`src/core/fwc_pkg.sv`:
```
/*
 * Constants, register map and state encodings for the flash write/erase controller.
 * Assumes a single system bus clock and a bus master that writes whole words.
 */
// Summary of operation
// - Configuration bit 20 reads 1 while a program or page erase runs.
// - Configuration bit 19 reads 1 while the one-entry write buffer is full.
// - Bit 18 clear programs a half-word; set erases the page holding the address.
// - Bit 16 with multiple unlock marks programming accesses as sequential, faster.
// - Bit 7 set inhibits prefetch; clear lets prefetch fill its buffer.
// - Bit 6 set lets data accesses use the prefetch buffer.
// - Bit 4 set stores the first flash access before returning it.
// - Bits 1:0 pick one of four speed modes; software matches bus clock.
// - Configuration also answers at +0x4 setting ones and +0x8 clearing ones.
// - A 32-bit read/write target address selects the location or page.
// - Programming writes the low 16 data bits; upper 16 bits are dropped.
// - Key 0xA5 then 0xF1 unlocks one operation, then relocks itself.
// - Key 0xA5 then 0xF2 unlocks until software writes lock key 0x5A.
// - Timing control bit 6 selects read timing below or above 12 MHz.
// - Each accepted data write advances the target address by two.
// - Data write while locked or bad key sequence locks until reset.
// - Data write with the buffer full stalls the bus until room frees.
// - Program and erase requests are ignored while the supply qualifier is low.
package fwc_pkg;
	localparam logic [31:0] CFG_ADDR = 32'h4002E000;
	localparam logic [31:0] SET_OFS = 32'h00000004;
	localparam logic [31:0] CLR_OFS = 32'h00000008;
	localparam logic [31:0] TADDR_ADDR = 32'h4002E0A0;
	localparam logic [31:0] DATA_ADDR = 32'h4002E0B0;
	localparam logic [31:0] KEY_ADDR = 32'h4002E0C0;
	localparam logic [31:0] TCTL_ADDR = 32'h4002E0D0;
	localparam int BUSY_BIT = 20;
	localparam int BUF_BIT = 19;
	localparam int ERASE_BIT = 18;
	localparam int SQW_BIT = 16;
	localparam int PREFETCH_INHIBIT_BIT = 7;
	localparam int DPF_BIT = 6;
	localparam int RDS_BIT = 4;
	localparam int SPD_MSB = 1;
	localparam int SPD_LSB = 0;
	localparam int RTM_BIT = 6;
	localparam logic [31:0] CFG_RESET = 32'h00000720;
	localparam logic [31:0] CFG_WMASK = 32'h000707F3;
	localparam logic [31:0] TCTL_RESET = 32'h0003005C;
	localparam logic [31:0] TCTL_WMASK = 32'h0003007F;
	localparam logic [31:0] TADDR_RESET = 32'h00000000;
	localparam logic [7:0] KEY_RESET = 8'h00;
	localparam logic [31:0] ADDR_STEP = 32'h00000002;
	localparam logic [7:0] KEY_INITIAL = 8'hA5;
	localparam logic [7:0] KEY_SINGLE_UNLOCK = 8'hF1;
	localparam logic [7:0] KEY_MULTI_UNLOCK = 8'hF2;
	localparam logic [7:0] KEY_MULTI_LOCK = 8'h5A;
	typedef enum logic [2:0] {
		KS_LOCKED = 3'b000,
		KS_INIT = 3'b001,
		KS_SINGLE = 3'b010,
		KS_MULTI = 3'b011,
		KS_DEAD = 3'b100
	} fwc_key_state_type;
	typedef enum logic {
		ENG_IDLE = 1'b0,
		ENG_RUN = 1'b1
	} fwc_eng_state_type;
endpackage

```
`src/core/fwc_level_sync.sv`:
```
/*
 * Three-stage synchroniser for a slow level from outside the clock domain.
 * The output only follows once stages two and three agree, filtering glitches.
 */
`timescale 1ns/1ps
module fwc_level_sync (
	input wire logic clock, // system clock
	input wire logic rst_n, // async reset, active low
	input wire logic din, // asynchronous level
	output logic dout // filtered, synchronised level
);
	logic s1_r, s2_r, s3_r, out_r;
	logic out_nxt;

	always_comb begin
		out_nxt = out_r;
		if (s2_r == s3_r) begin
			out_nxt = s3_r;
		end
	end

	always_ff @(posedge clock or negedge rst_n) begin
		if (!rst_n) begin
			s1_r <= 1'b0;
			s2_r <= 1'b0;
			s3_r <= 1'b0;
			out_r <= 1'b0;
		end else begin
			s1_r <= din;
			s2_r <= s1_r;
			s3_r <= s2_r;
			out_r <= out_nxt;
		end
	end

	assign dout = out_r;
endmodule // fwc_level_sync

```
`src/core/fwc_flash_ctrl.sv`:
```
/*
 * Flash write/erase controller: bus slave registers, key unlock machine,
 * one-entry write buffer and operation engine towards the flash array.
 * Assumes the bus hready input reflects this slave's hreadyout while selected,
 * and a flash array that pulses fl_ack once per finished operation.
 */
`timescale 1ns/1ps
module fwc_flash_ctrl (
	input wire logic clock, // system bus clock
	input wire logic rst_n, // async reset, active low
	input wire logic hsel, // slave select
	input wire logic [31:0] haddr, // bus address
	input wire logic [1:0] htrans, // transfer type
	input wire logic hwrite, // write strobe
	input wire logic hready, // bus ready in
	input wire logic [31:0] hwdata, // write data
	output logic [31:0] hrdata, // read data
	output logic hreadyout, // low stalls the bus
	output logic hresp, // always OKAY
	input wire logic mon_enabled, // supply monitor enabled as reset source
	output logic fl_req, // operation request, held until ack
	output logic fl_erase, // 1 page erase, 0 program
	output logic fl_seq, // sequential programming hint
	output logic [31:0] fl_addr, // target address
	output logic [15:0] fl_data, // half-word to program
	input wire logic fl_ack, // operation done pulse
	output logic prefetch_inhibit, // prefetch engine off
	output logic data_prefetch_enable, // data accesses use prefetch
	output logic read_store_enable, // first access stored
	output logic [1:0] speed_mode_select, // flash speed mode
	output logic read_timing_mode // read timing for fast bus
);
	function automatic logic hit(input logic [31:0] a, input logic [31:0] t);
		return a == t;
	endfunction

	function automatic logic [31:0] merge(input logic [31:0] old, input logic [31:0] nv,
			input logic [31:0] mask);
		return (old & ~mask) | (nv & mask);
	endfunction

	logic mon_ok;
	fwc_level_sync u_mon_sync (
		.clock(clock),
		.rst_n(rst_n),
		.din(mon_enabled),
		.dout(mon_ok)
	);

	// Bus pipeline and registers
	logic ap_valid_r, ap_valid_nxt, ap_write_r, ap_write_nxt;
	logic [31:0] ap_addr_r, ap_addr_nxt;
	logic hreadyout_r, hreadyout_nxt;
	logic [31:0] hrdata_r, hrdata_nxt;
	logic [31:0] cfg_r, cfg_nxt, tctl_r, tctl_nxt, taddr_r, taddr_nxt;
	logic [7:0] key_last_r, key_last_nxt;
	fwc_pkg::fwc_key_state_type key_r, key_nxt;
	// Engine and buffer
	fwc_pkg::fwc_eng_state_type eng_r, eng_nxt;
	logic fl_req_r, fl_req_nxt, fl_erase_r, fl_erase_nxt, fl_seq_r, fl_seq_nxt;
	logic [31:0] fl_addr_r, fl_addr_nxt, buf_addr_r, buf_addr_nxt;
	logic [15:0] fl_data_r, fl_data_nxt, buf_data_r, buf_data_nxt;
	logic buf_valid_r, buf_valid_nxt, buf_erase_r, buf_erase_nxt;
	logic buf_seq_r, buf_seq_nxt;

	logic accept, dp_wr, wr_cfg, wr_set, wr_clr, wr_taddr, wr_data, wr_key, wr_tctl;
	logic unlocked, op_take, op_violate, busy_now, seq_cond, op_direct;
	logic [31:0] status_word, set_bits;

	assign accept = hsel & htrans[1] & hready;
	assign dp_wr = ap_valid_r & ap_write_r & hreadyout_r;
	assign wr_cfg = dp_wr & hit(ap_addr_r, fwc_pkg::CFG_ADDR);
	assign wr_set = dp_wr & hit(ap_addr_r, fwc_pkg::CFG_ADDR + fwc_pkg::SET_OFS);
	assign wr_clr = dp_wr & hit(ap_addr_r, fwc_pkg::CFG_ADDR + fwc_pkg::CLR_OFS);
	assign wr_taddr = dp_wr & hit(ap_addr_r, fwc_pkg::TADDR_ADDR);
	assign wr_data = dp_wr & hit(ap_addr_r, fwc_pkg::DATA_ADDR);
	assign wr_key = dp_wr & hit(ap_addr_r, fwc_pkg::KEY_ADDR);
	assign wr_tctl = dp_wr & hit(ap_addr_r, fwc_pkg::TCTL_ADDR);
	assign unlocked = (key_r == fwc_pkg::KS_SINGLE) || (key_r == fwc_pkg::KS_MULTI);
	// Supply qualifier low: request ignored, not treated as a violation
	assign op_take = wr_data & mon_ok & unlocked;
	assign op_violate = wr_data & mon_ok & !unlocked;
	assign busy_now = (eng_r == fwc_pkg::ENG_RUN) | buf_valid_r;
	assign seq_cond = cfg_r[fwc_pkg::SQW_BIT] & (key_r == fwc_pkg::KS_MULTI);
	// Engine free this cycle: idle, or its running op finishes now with nothing queued
	assign op_direct = op_take & !buf_valid_r & ((eng_r == fwc_pkg::ENG_IDLE) | fl_ack);
	assign set_bits = hwdata & fwc_pkg::CFG_WMASK;

	always_comb begin
		status_word = cfg_r;
		status_word[fwc_pkg::BUSY_BIT] = busy_now;
		status_word[fwc_pkg::BUF_BIT] = buf_valid_r;
	end

	// Register file and key machine
	always_comb begin
		cfg_nxt = cfg_r;
		tctl_nxt = tctl_r;
		taddr_nxt = taddr_r;
		key_last_nxt = key_last_r;
		key_nxt = key_r;
		if (wr_cfg) begin
			cfg_nxt = merge(cfg_r, hwdata, fwc_pkg::CFG_WMASK);
		end else if (wr_set) begin
			cfg_nxt = cfg_r | set_bits;
		end else if (wr_clr) begin
			cfg_nxt = cfg_r & ~set_bits;
		end
		if (wr_tctl) begin
			tctl_nxt = merge(tctl_r, hwdata, fwc_pkg::TCTL_WMASK);
		end
		if (wr_taddr) begin
			taddr_nxt = hwdata;
		end else if (op_take) begin
			taddr_nxt = taddr_r + fwc_pkg::ADDR_STEP;
		end
		if (wr_key) begin
			key_last_nxt = hwdata[7:0];
		end
		case (key_r)
			fwc_pkg::KS_LOCKED: begin
				if (wr_key) begin
					key_nxt = (hwdata[7:0] == fwc_pkg::KEY_INITIAL) ?
						fwc_pkg::KS_INIT : fwc_pkg::KS_DEAD;
				end else if (op_violate) begin
					key_nxt = fwc_pkg::KS_DEAD;
				end
			end
			fwc_pkg::KS_INIT: begin
				if (wr_key && hwdata[7:0] == fwc_pkg::KEY_SINGLE_UNLOCK) begin
					key_nxt = fwc_pkg::KS_SINGLE;
				end else if (wr_key && hwdata[7:0] == fwc_pkg::KEY_MULTI_UNLOCK) begin
					key_nxt = fwc_pkg::KS_MULTI;
				end else if (wr_key || op_violate) begin
					key_nxt = fwc_pkg::KS_DEAD;
				end
			end
			fwc_pkg::KS_SINGLE: begin
				// Relocks once the single operation is taken; other keys keep it open
				if (op_take) begin
					key_nxt = fwc_pkg::KS_LOCKED;
				end
			end
			fwc_pkg::KS_MULTI: begin
				if (wr_key && hwdata[7:0] == fwc_pkg::KEY_MULTI_LOCK) begin
					key_nxt = fwc_pkg::KS_LOCKED;
				end
			end
			default: begin
				key_nxt = fwc_pkg::KS_DEAD;
			end
		endcase
	end

	// Operation engine and write buffer
	always_comb begin
		eng_nxt = eng_r;
		fl_req_nxt = fl_req_r;
		fl_erase_nxt = fl_erase_r;
		fl_seq_nxt = fl_seq_r;
		fl_addr_nxt = fl_addr_r;
		fl_data_nxt = fl_data_r;
		buf_valid_nxt = buf_valid_r;
		buf_addr_nxt = buf_addr_r;
		buf_data_nxt = buf_data_r;
		buf_erase_nxt = buf_erase_r;
		buf_seq_nxt = buf_seq_r;
		case (eng_r)
			fwc_pkg::ENG_RUN: begin
				if (fl_ack) begin
					fl_req_nxt = 1'b0;
					eng_nxt = fwc_pkg::ENG_IDLE;
					if (buf_valid_r) begin
						eng_nxt = fwc_pkg::ENG_RUN;
						fl_req_nxt = 1'b1;
						fl_addr_nxt = buf_addr_r;
						fl_data_nxt = buf_data_r;
						fl_erase_nxt = buf_erase_r;
						fl_seq_nxt = buf_seq_r;
						buf_valid_nxt = 1'b0;
					end
				end
			end
			default: begin
				if (buf_valid_r) begin
					eng_nxt = fwc_pkg::ENG_RUN;
					fl_req_nxt = 1'b1;
					fl_addr_nxt = buf_addr_r;
					fl_data_nxt = buf_data_r;
					fl_erase_nxt = buf_erase_r;
					fl_seq_nxt = buf_seq_r;
					buf_valid_nxt = 1'b0;
				end
			end
		endcase
		if (op_take) begin
			if (eng_nxt == fwc_pkg::ENG_IDLE && !buf_valid_r) begin
				eng_nxt = fwc_pkg::ENG_RUN;
				fl_req_nxt = 1'b1;
				fl_addr_nxt = taddr_r;
				fl_data_nxt = hwdata[15:0];
				fl_erase_nxt = cfg_r[fwc_pkg::ERASE_BIT];
				fl_seq_nxt = seq_cond;
			end else begin
				// Room is guaranteed: the stall below held the transfer until now
				buf_valid_nxt = 1'b1;
				buf_addr_nxt = taddr_r;
				buf_data_nxt = hwdata[15:0];
				buf_erase_nxt = cfg_r[fwc_pkg::ERASE_BIT];
				buf_seq_nxt = seq_cond;
			end
		end
	end

	// Bus pipeline, stall and read data
	always_comb begin
		ap_valid_nxt = ap_valid_r;
		ap_write_nxt = ap_write_r;
		ap_addr_nxt = ap_addr_r;
		hreadyout_nxt = 1'b1;
		hrdata_nxt = hrdata_r;
		if (ap_valid_r && !hreadyout_r) begin
			hreadyout_nxt = !buf_valid_nxt;
		end else if (hready) begin
			ap_valid_nxt = accept;
			ap_write_nxt = hwrite;
			ap_addr_nxt = haddr;
			if (accept && hwrite && hit(haddr, fwc_pkg::DATA_ADDR)) begin
				hreadyout_nxt = !buf_valid_nxt;
			end
			if (accept && !hwrite) begin
				if (hit(haddr, fwc_pkg::CFG_ADDR) ||
						hit(haddr, fwc_pkg::CFG_ADDR + fwc_pkg::SET_OFS) ||
						hit(haddr, fwc_pkg::CFG_ADDR + fwc_pkg::CLR_OFS)) begin
					hrdata_nxt = status_word;
				end else if (hit(haddr, fwc_pkg::TADDR_ADDR)) begin
					hrdata_nxt = taddr_r;
				end else if (hit(haddr, fwc_pkg::KEY_ADDR)) begin
					hrdata_nxt = {24'h000000, key_last_r};
				end else if (hit(haddr, fwc_pkg::TCTL_ADDR)) begin
					hrdata_nxt = tctl_r;
				end else begin
					hrdata_nxt = 32'h00000000;
				end
			end
		end
	end

	always_ff @(posedge clock or negedge rst_n) begin
		if (!rst_n) begin
			ap_valid_r <= 1'b0;
			ap_write_r <= 1'b0;
			ap_addr_r <= 32'h00000000;
			hreadyout_r <= 1'b1;
			hrdata_r <= 32'h00000000;
			cfg_r <= fwc_pkg::CFG_RESET;
			tctl_r <= fwc_pkg::TCTL_RESET;
			taddr_r <= fwc_pkg::TADDR_RESET;
			key_last_r <= fwc_pkg::KEY_RESET;
			key_r <= fwc_pkg::KS_LOCKED;
			eng_r <= fwc_pkg::ENG_IDLE;
			fl_req_r <= 1'b0;
			fl_erase_r <= 1'b0;
			fl_seq_r <= 1'b0;
			fl_addr_r <= 32'h00000000;
			fl_data_r <= 16'h0000;
			buf_valid_r <= 1'b0;
			buf_addr_r <= 32'h00000000;
			buf_data_r <= 16'h0000;
			buf_erase_r <= 1'b0;
			buf_seq_r <= 1'b0;
		end else begin
			ap_valid_r <= ap_valid_nxt;
			ap_write_r <= ap_write_nxt;
			ap_addr_r <= ap_addr_nxt;
			hreadyout_r <= hreadyout_nxt;
			hrdata_r <= hrdata_nxt;
			cfg_r <= cfg_nxt;
			tctl_r <= tctl_nxt;
			taddr_r <= taddr_nxt;
			key_last_r <= key_last_nxt;
			key_r <= key_nxt;
			eng_r <= eng_nxt;
			fl_req_r <= fl_req_nxt;
			fl_erase_r <= fl_erase_nxt;
			fl_seq_r <= fl_seq_nxt;
			fl_addr_r <= fl_addr_nxt;
			fl_data_r <= fl_data_nxt;
			buf_valid_r <= buf_valid_nxt;
			buf_addr_r <= buf_addr_nxt;
			buf_data_r <= buf_data_nxt;
			buf_erase_r <= buf_erase_nxt;
			buf_seq_r <= buf_seq_nxt;
		end
	end

	assign hrdata = hrdata_r;
	assign hreadyout = hreadyout_r;
	assign hresp = 1'b0;
	assign fl_req = fl_req_r;
	assign fl_erase = fl_erase_r;
	assign fl_seq = fl_seq_r;
	assign fl_addr = fl_addr_r;
	assign fl_data = fl_data_r;
	// Read-path options go straight from the configuration and timing control flops to the read side
	assign prefetch_inhibit = cfg_r[fwc_pkg::PREFETCH_INHIBIT_BIT];
	assign data_prefetch_enable = cfg_r[fwc_pkg::DPF_BIT];
	assign read_store_enable = cfg_r[fwc_pkg::RDS_BIT];
	assign speed_mode_select = cfg_r[fwc_pkg::SPD_MSB:fwc_pkg::SPD_LSB];
	assign read_timing_mode = tctl_r[fwc_pkg::RTM_BIT];

	logic rd_cfg;
	assign rd_cfg = accept & !hwrite & hready & hit(haddr, fwc_pkg::CFG_ADDR) &
		!(ap_valid_r & !hreadyout_r);
endmodule // fwc_flash_ctrl

```
`config.mk`:
```
export PLATFORM = sky130hd
export DESIGN_NAME = fwc_flash_ctrl
export DESIGN_NICKNAME = d
export VERILOG_FILES = /design/src/core/fwc_pkg.sv /design/src/core/fwc_level_sync.sv /design/src/core/fwc_flash_ctrl.sv
export SDC_FILE = /design/constraint.sdc
export NUM_CORES = 1
export LEC_CHECK = 0
export BUFFER_PORTS_ARGS = -buffer_cell sky130_fd_sc_hd__buf_4
export CAP_MARGIN = 40
export CELL_PAD_IN_SITES_DETAIL_PLACEMENT = 0
export CELL_PAD_IN_SITES_GLOBAL_PLACEMENT = 2
export CORE_AREA = 2 2 176 178
export CTS_CLUSTER_DIAMETER = 30
export DETAILED_ROUTE_END_ITERATION = 16
export DIE_AREA = 0 0 178 180
export PLACE_DENSITY_LB_ADDON = 0.1
export SLEW_MARGIN = 5
export SYNTH_ARGS = -nofsm -noshare
export SYNTH_HDL_FRONTEND = slang
export SYNTH_SLANG_ARGS = --single-unit
```
`constraint.sdc`:
```
create_clock -name clock -period 3.31 [get_ports clock]
set_input_delay 0.993 -clock clock [delete_from_list [all_inputs] [get_ports clock]]
set_output_delay 0.993 -clock clock [all_outputs]
set_load 0.05 [all_outputs]
```
==> flow_metrics.py <==
metrics = {
    "placement": {
        "placed_cells": 1567,
        "io_buffer_count": 161,
        "detailed_place_hpwl_mm": 21.4,
        "placed_area_sq_um": 12600,
        "finalWeightedCongestion": 0.787,
    },
    "global_routing": {
        "grt.overflow.total": 0,
        "total_routing_resource_utilization_after_global_routing": 0.199,
        "grt_first_pass_wirelength_mm": 49.9,
        "grt_pass1_vias": 8563,
        "antenna_found_initial": 0,
        "grt_max_degree": 64,
    },
    "synth": {
        "synth_cell_types": 66,
        "async_flop_share": 1.00,
        "yosysWarningCount": 0,
        "ys_seq_area_frac": 0.555,
        "ys_seq_elements": 238,
        "synth.most_common_cell": "sky130_fd_sc_hd__dfrtp_1",
        "post_synth_instance_area_sq_um": 10800,
        "synth_nets": 1119,
        "netlist_instances": 1045,
        "post-synth-top-area-fraction": 0.528,
        "netlist_top_cells_count": "sky130_fd_sc_hd__dfrtp_1, sky130_fd_sc_hd__nand2_1, sky130_fd_sc_hd__nor2_1",
        "synth_edf_count": 0,
        "synth_top_cells_by_area": "sky130_fd_sc_hd__dfrtp_1, sky130_fd_sc_hd__nand2_1, sky130_fd_sc_hd__mux2_2",
        "syn_avg_cell_area_sq_um": 10.3,
        "dominantRegCellSynth": "sky130_fd_sc_hd__dfrtp_1",
        "post-synth-top-area-cell": "sky130_fd_sc_hd__dfrtp_1",
    },
    "critical_path": {
        "crit_path_max_fanout": 16,
        "timing.critical_path.depth": 6,
        "reg2reg_from": "hreadyout$_DFF_PN1_",
        "critPathLaunch": "hreadyout$_DFF_PN1_",
        "end_kind": "flip-flop",
        "crit_top_cell": "sky130_fd_sc_hd__or4_4",
        "cpMaxStageDelayCell": "sky130_fd_sc_hd__or4_4",
        "crit_buf_inv": 0,
        "reg2reg_slack_ns": 0.62,
        "crit_chain": "and4b_1, nand4_4, or4_4, or4_4, xor2_1, o21ai_2",
        "startpoint_type": "flip-flop",
        "critical_path.endpoint": "taddr_r[10]$_DFFE_PN0P_",
        "worstSetupPathType": "reg2reg",
        "critPathMaxStageDelay_ns": 0.74,
        "ff_to_ff_path_depth": 6,
        "worstPathArrival_ns": 3.12,
        "r2r_end": "taddr_r[10]$_DFFE_PN0P_",
        "cp_top_delay_family": "simple AND/OR/NAND/NOR gates",
        "worstPathRequired_ns": 3.74,
    },
    "route": {
        "detail_route.vias_per_cell": 5.08,
        "drt_first_iter_violations": 547,
        "drt_pre_antenna_iters": 5,
        "remaining_drc_errors": 0,
        "postRouteAntennaNets": 0,
        "routed-via-count": 8501,
        "routed_wl_mm": 31.8,
        "wire_per_inst_um": 19.0,
    },
    "timing": {
        "final-max-slew-violation-count": 0,
        "maxSlewHeadroom": 0.628,
        "min_period_over_period": 0.814,
        "timing.clock.skew_ns": 0.0151,
        "final_setup_violation_count": 0,
        "finalWorstPathRequiredPeriod_ns": 2.69,
        "worst_slack_on_hold_paths_ns": 0.363,
        "final-hold-violation-count": 0,
        "tightest_slew_ns": 0.556,
        "max_clock_freq_mhz": 371,
        "rsz_0062_raised_after_global_routing": "false",
        "final.setup.tns_ns": 0,
    },
    "floorplanning": {
        "total_die_area_sq_um": 32000,
        "coreArea_sq_um": 30200,
        "ios": 164,
        "die-height_um": 180,
        "die_width_um": 178,
        "starting_density": 0.356,
        "std_cell_rows": 64,
    },
    "clock_network": {
        "post-cts-setup-buffer-count": 0,
        "cts.reportedPaths.clkPinSlew_ns": 0.04,
        "cts_hold_buffers": 0,
        "clock_insertion_delay_at_the_later_pin_of_the_skew_report_ns": 0.55,
        "cts_made_buffers": 58,
        "tritoncts_num_sinks": 238,
        "htree_levels": 2,
        "tritoncts": "built",
        "clockBufferDepth": 3,
        "root_buffer": "sky130_fd_sc_hd__clkbuf_16",
        "post_cts_resized": 0,
    },
    "worst_hold_path": {
        "timing.hold.worst.class": "reg2reg",
    },
    "cells_and_area": {
        "nNetsFinal": 1305,
        "post-route-util": 0.482,
        "drive_above_1_share": 0.295,
        "finish.instance_area_sq_um": 14500,
        "antennaDiodeCount": 0,
        "fin_cells": 1675,
        "synthToLayoutAreaGrowth_pct": 35.2,
    },
    "status": {
        "run_status": "completed",
    },
    "run": {
        "maxCapViolations": 0,
    },
    "pwr": {
        "irDropWorstVdd_v": 0.000436,
        "power-per-cell-area_nw_per_um2": 614,
        "power_leakage_nw": 7.08,
    },
}
-- how the worst min path moves through the flow --
| stage | start | end | slack [ns] | cells past startpoint |
|---|---|---|---|---|
| 2_1_floorplan | u_mon_sync.s1_r$_DFF_PN0_ | u_mon_sync.s2_r$_DFF_PN0_ | 0.33 | 0 |
| 3_3_place_gp | u_mon_sync.s1_r$_DFF_PN0_ | u_mon_sync.s2_r$_DFF_PN0_ | 0.33 | 0 |
| 3_5_place_dp | u_mon_sync.s1_r$_DFF_PN0_ | u_mon_sync.s2_r$_DFF_PN0_ | 0.34 | 0 |
| 4_1_cts | u_mon_sync.s1_r$_DFF_PN0_ | u_mon_sync.s2_r$_DFF_PN0_ | 0.36 | 0 |
| 5_1_grt | u_mon_sync.s1_r$_DFF_PN0_ | u_mon_sync.s2_r$_DFF_PN0_ | 0.36 | 0 |
| 6_report | u_mon_sync.s1_r$_DFF_PN0_ | u_mon_sync.s2_r$_DFF_PN0_ | 0.36 | 0 |
-- cell type report --
type | count | area, sq um
well taps | 396 | 495
clock buffers | 90 | 1750
flip-flops and latches | 238 | 5970
repair buffers | 198 | 1580
fillers | 2880 | 15700
multi-input cells | 730 | 4530
clock inverters | 18 | 200
inverters | 5 | 18.8
-- cell usage in the layout (no fill, tap or decap), types with 4 or more instances in the layout --
| cell | instances |
|---|---|
| sky130_fd_sc_hd__nand3b_1 | 5 |
| sky130_fd_sc_hd__clkinv_2 | 10 |
| sky130_fd_sc_hd__nor4_2 | 6 |
| sky130_fd_sc_hd__nor3_1 | 13 |
| sky130_fd_sc_hd__dfstp_2 | 11 |
| sky130_fd_sc_hd__clkbuf_8 | 11 |
| sky130_fd_sc_hd__bufinv_16 | 4 |
| sky130_fd_sc_hd__nand2_1 | 206 |
| sky130_fd_sc_hd__a21oi_1 | 68 |
| sky130_fd_sc_hd__a22o_1 | 28 |
| sky130_fd_sc_hd__xor2_1 | 14 |
| sky130_fd_sc_hd__dfrtp_1 | 227 |
| sky130_fd_sc_hd__o211ai_1 | 4 |
| sky130_fd_sc_hd__inv_1 | 5 |
| sky130_fd_sc_hd__mux2_2 | 54 |
| sky130_fd_sc_hd__clkbuf_16 | 61 |
| sky130_fd_sc_hd__nand3_1 | 26 |
| sky130_fd_sc_hd__and2_1 | 4 |
| sky130_fd_sc_hd__and4_1 | 5 |
| sky130_fd_sc_hd__nor4_1 | 6 |
| sky130_fd_sc_hd__mux2i_1 | 53 |
| sky130_fd_sc_hd__o21ai_0 | 52 |
| sky130_fd_sc_hd__clkbuf_1 | 18 |
| sky130_fd_sc_hd__clkinvlp_4 | 4 |
| sky130_fd_sc_hd__buf_4 | 190 |
| sky130_fd_sc_hd__a221oi_1 | 8 |
| sky130_fd_sc_hd__buf_12 | 7 |
| sky130_fd_sc_hd__nand4_1 | 13 |
| sky130_fd_sc_hd__nor2_1 | 87 |
| sky130_fd_sc_hd__and3_1 | 4 |
-- routing by layer --
layer  up-vias  global-route usage  part of all wire
li1       4085                   -                 -
met3        42              0.0385             0.054
met1      4143               0.290              0.48
met4         0              0.0475             0.013
met5         -                   0                 0
met2       231               0.305              0.45
-- flip-flops by register name, indices dropped and copies added, names as in the netlist, 9 cells and up, named ones only --
signal,flops
ap_addr_r,32
buf_addr_r,32
buf_data_r,16
fl_addr,32
fl_data,16
hrdata,32
taddr_r,32
tctl_r,9
-- cells by family (layout without fill, tap and decap cells) --
| group | after synthesis | after routing | synth area share |
|---|---|---|---|
| buffers and inverters | 77 | 311 | 0.0290 |
| DFF | 238 | 238 | 0.555 |
| muxes | 107 | 107 | 0.106 |
| other | 1 | 1 | 0.000349 |
| xor gates and xnor gates | 17 | 17 | 0.0138 |
| and+or+nand+nor | 412 | 412 | 0.183 |
| adders and majority gates | 2 | 2 | 0.00209 |
| AOI/OAI and AO/OA | 191 | 191 | 0.111 |
-- where the power goes --
part / leakage, nW / switching (mW) / internal [mW]
clock: 0.948 / 1.62 / 3.87
sequential: 3.02 / 0.0553 / 2.98
combinational: 3.11 / 0.242 / 0.155
-- stage by stage --
stage | power, mW | setup slack (ns)
global route | 9.24 | 0.519
detailed placement | 3.48 | 0.390
finish | 8.93 | 0.616
global placement | 3.48 | 0.414
floorplan | 3.24 | 0.481
CTS | 9.04 | 0.618
No activity file was read; power rests on OpenSTA's default activity.
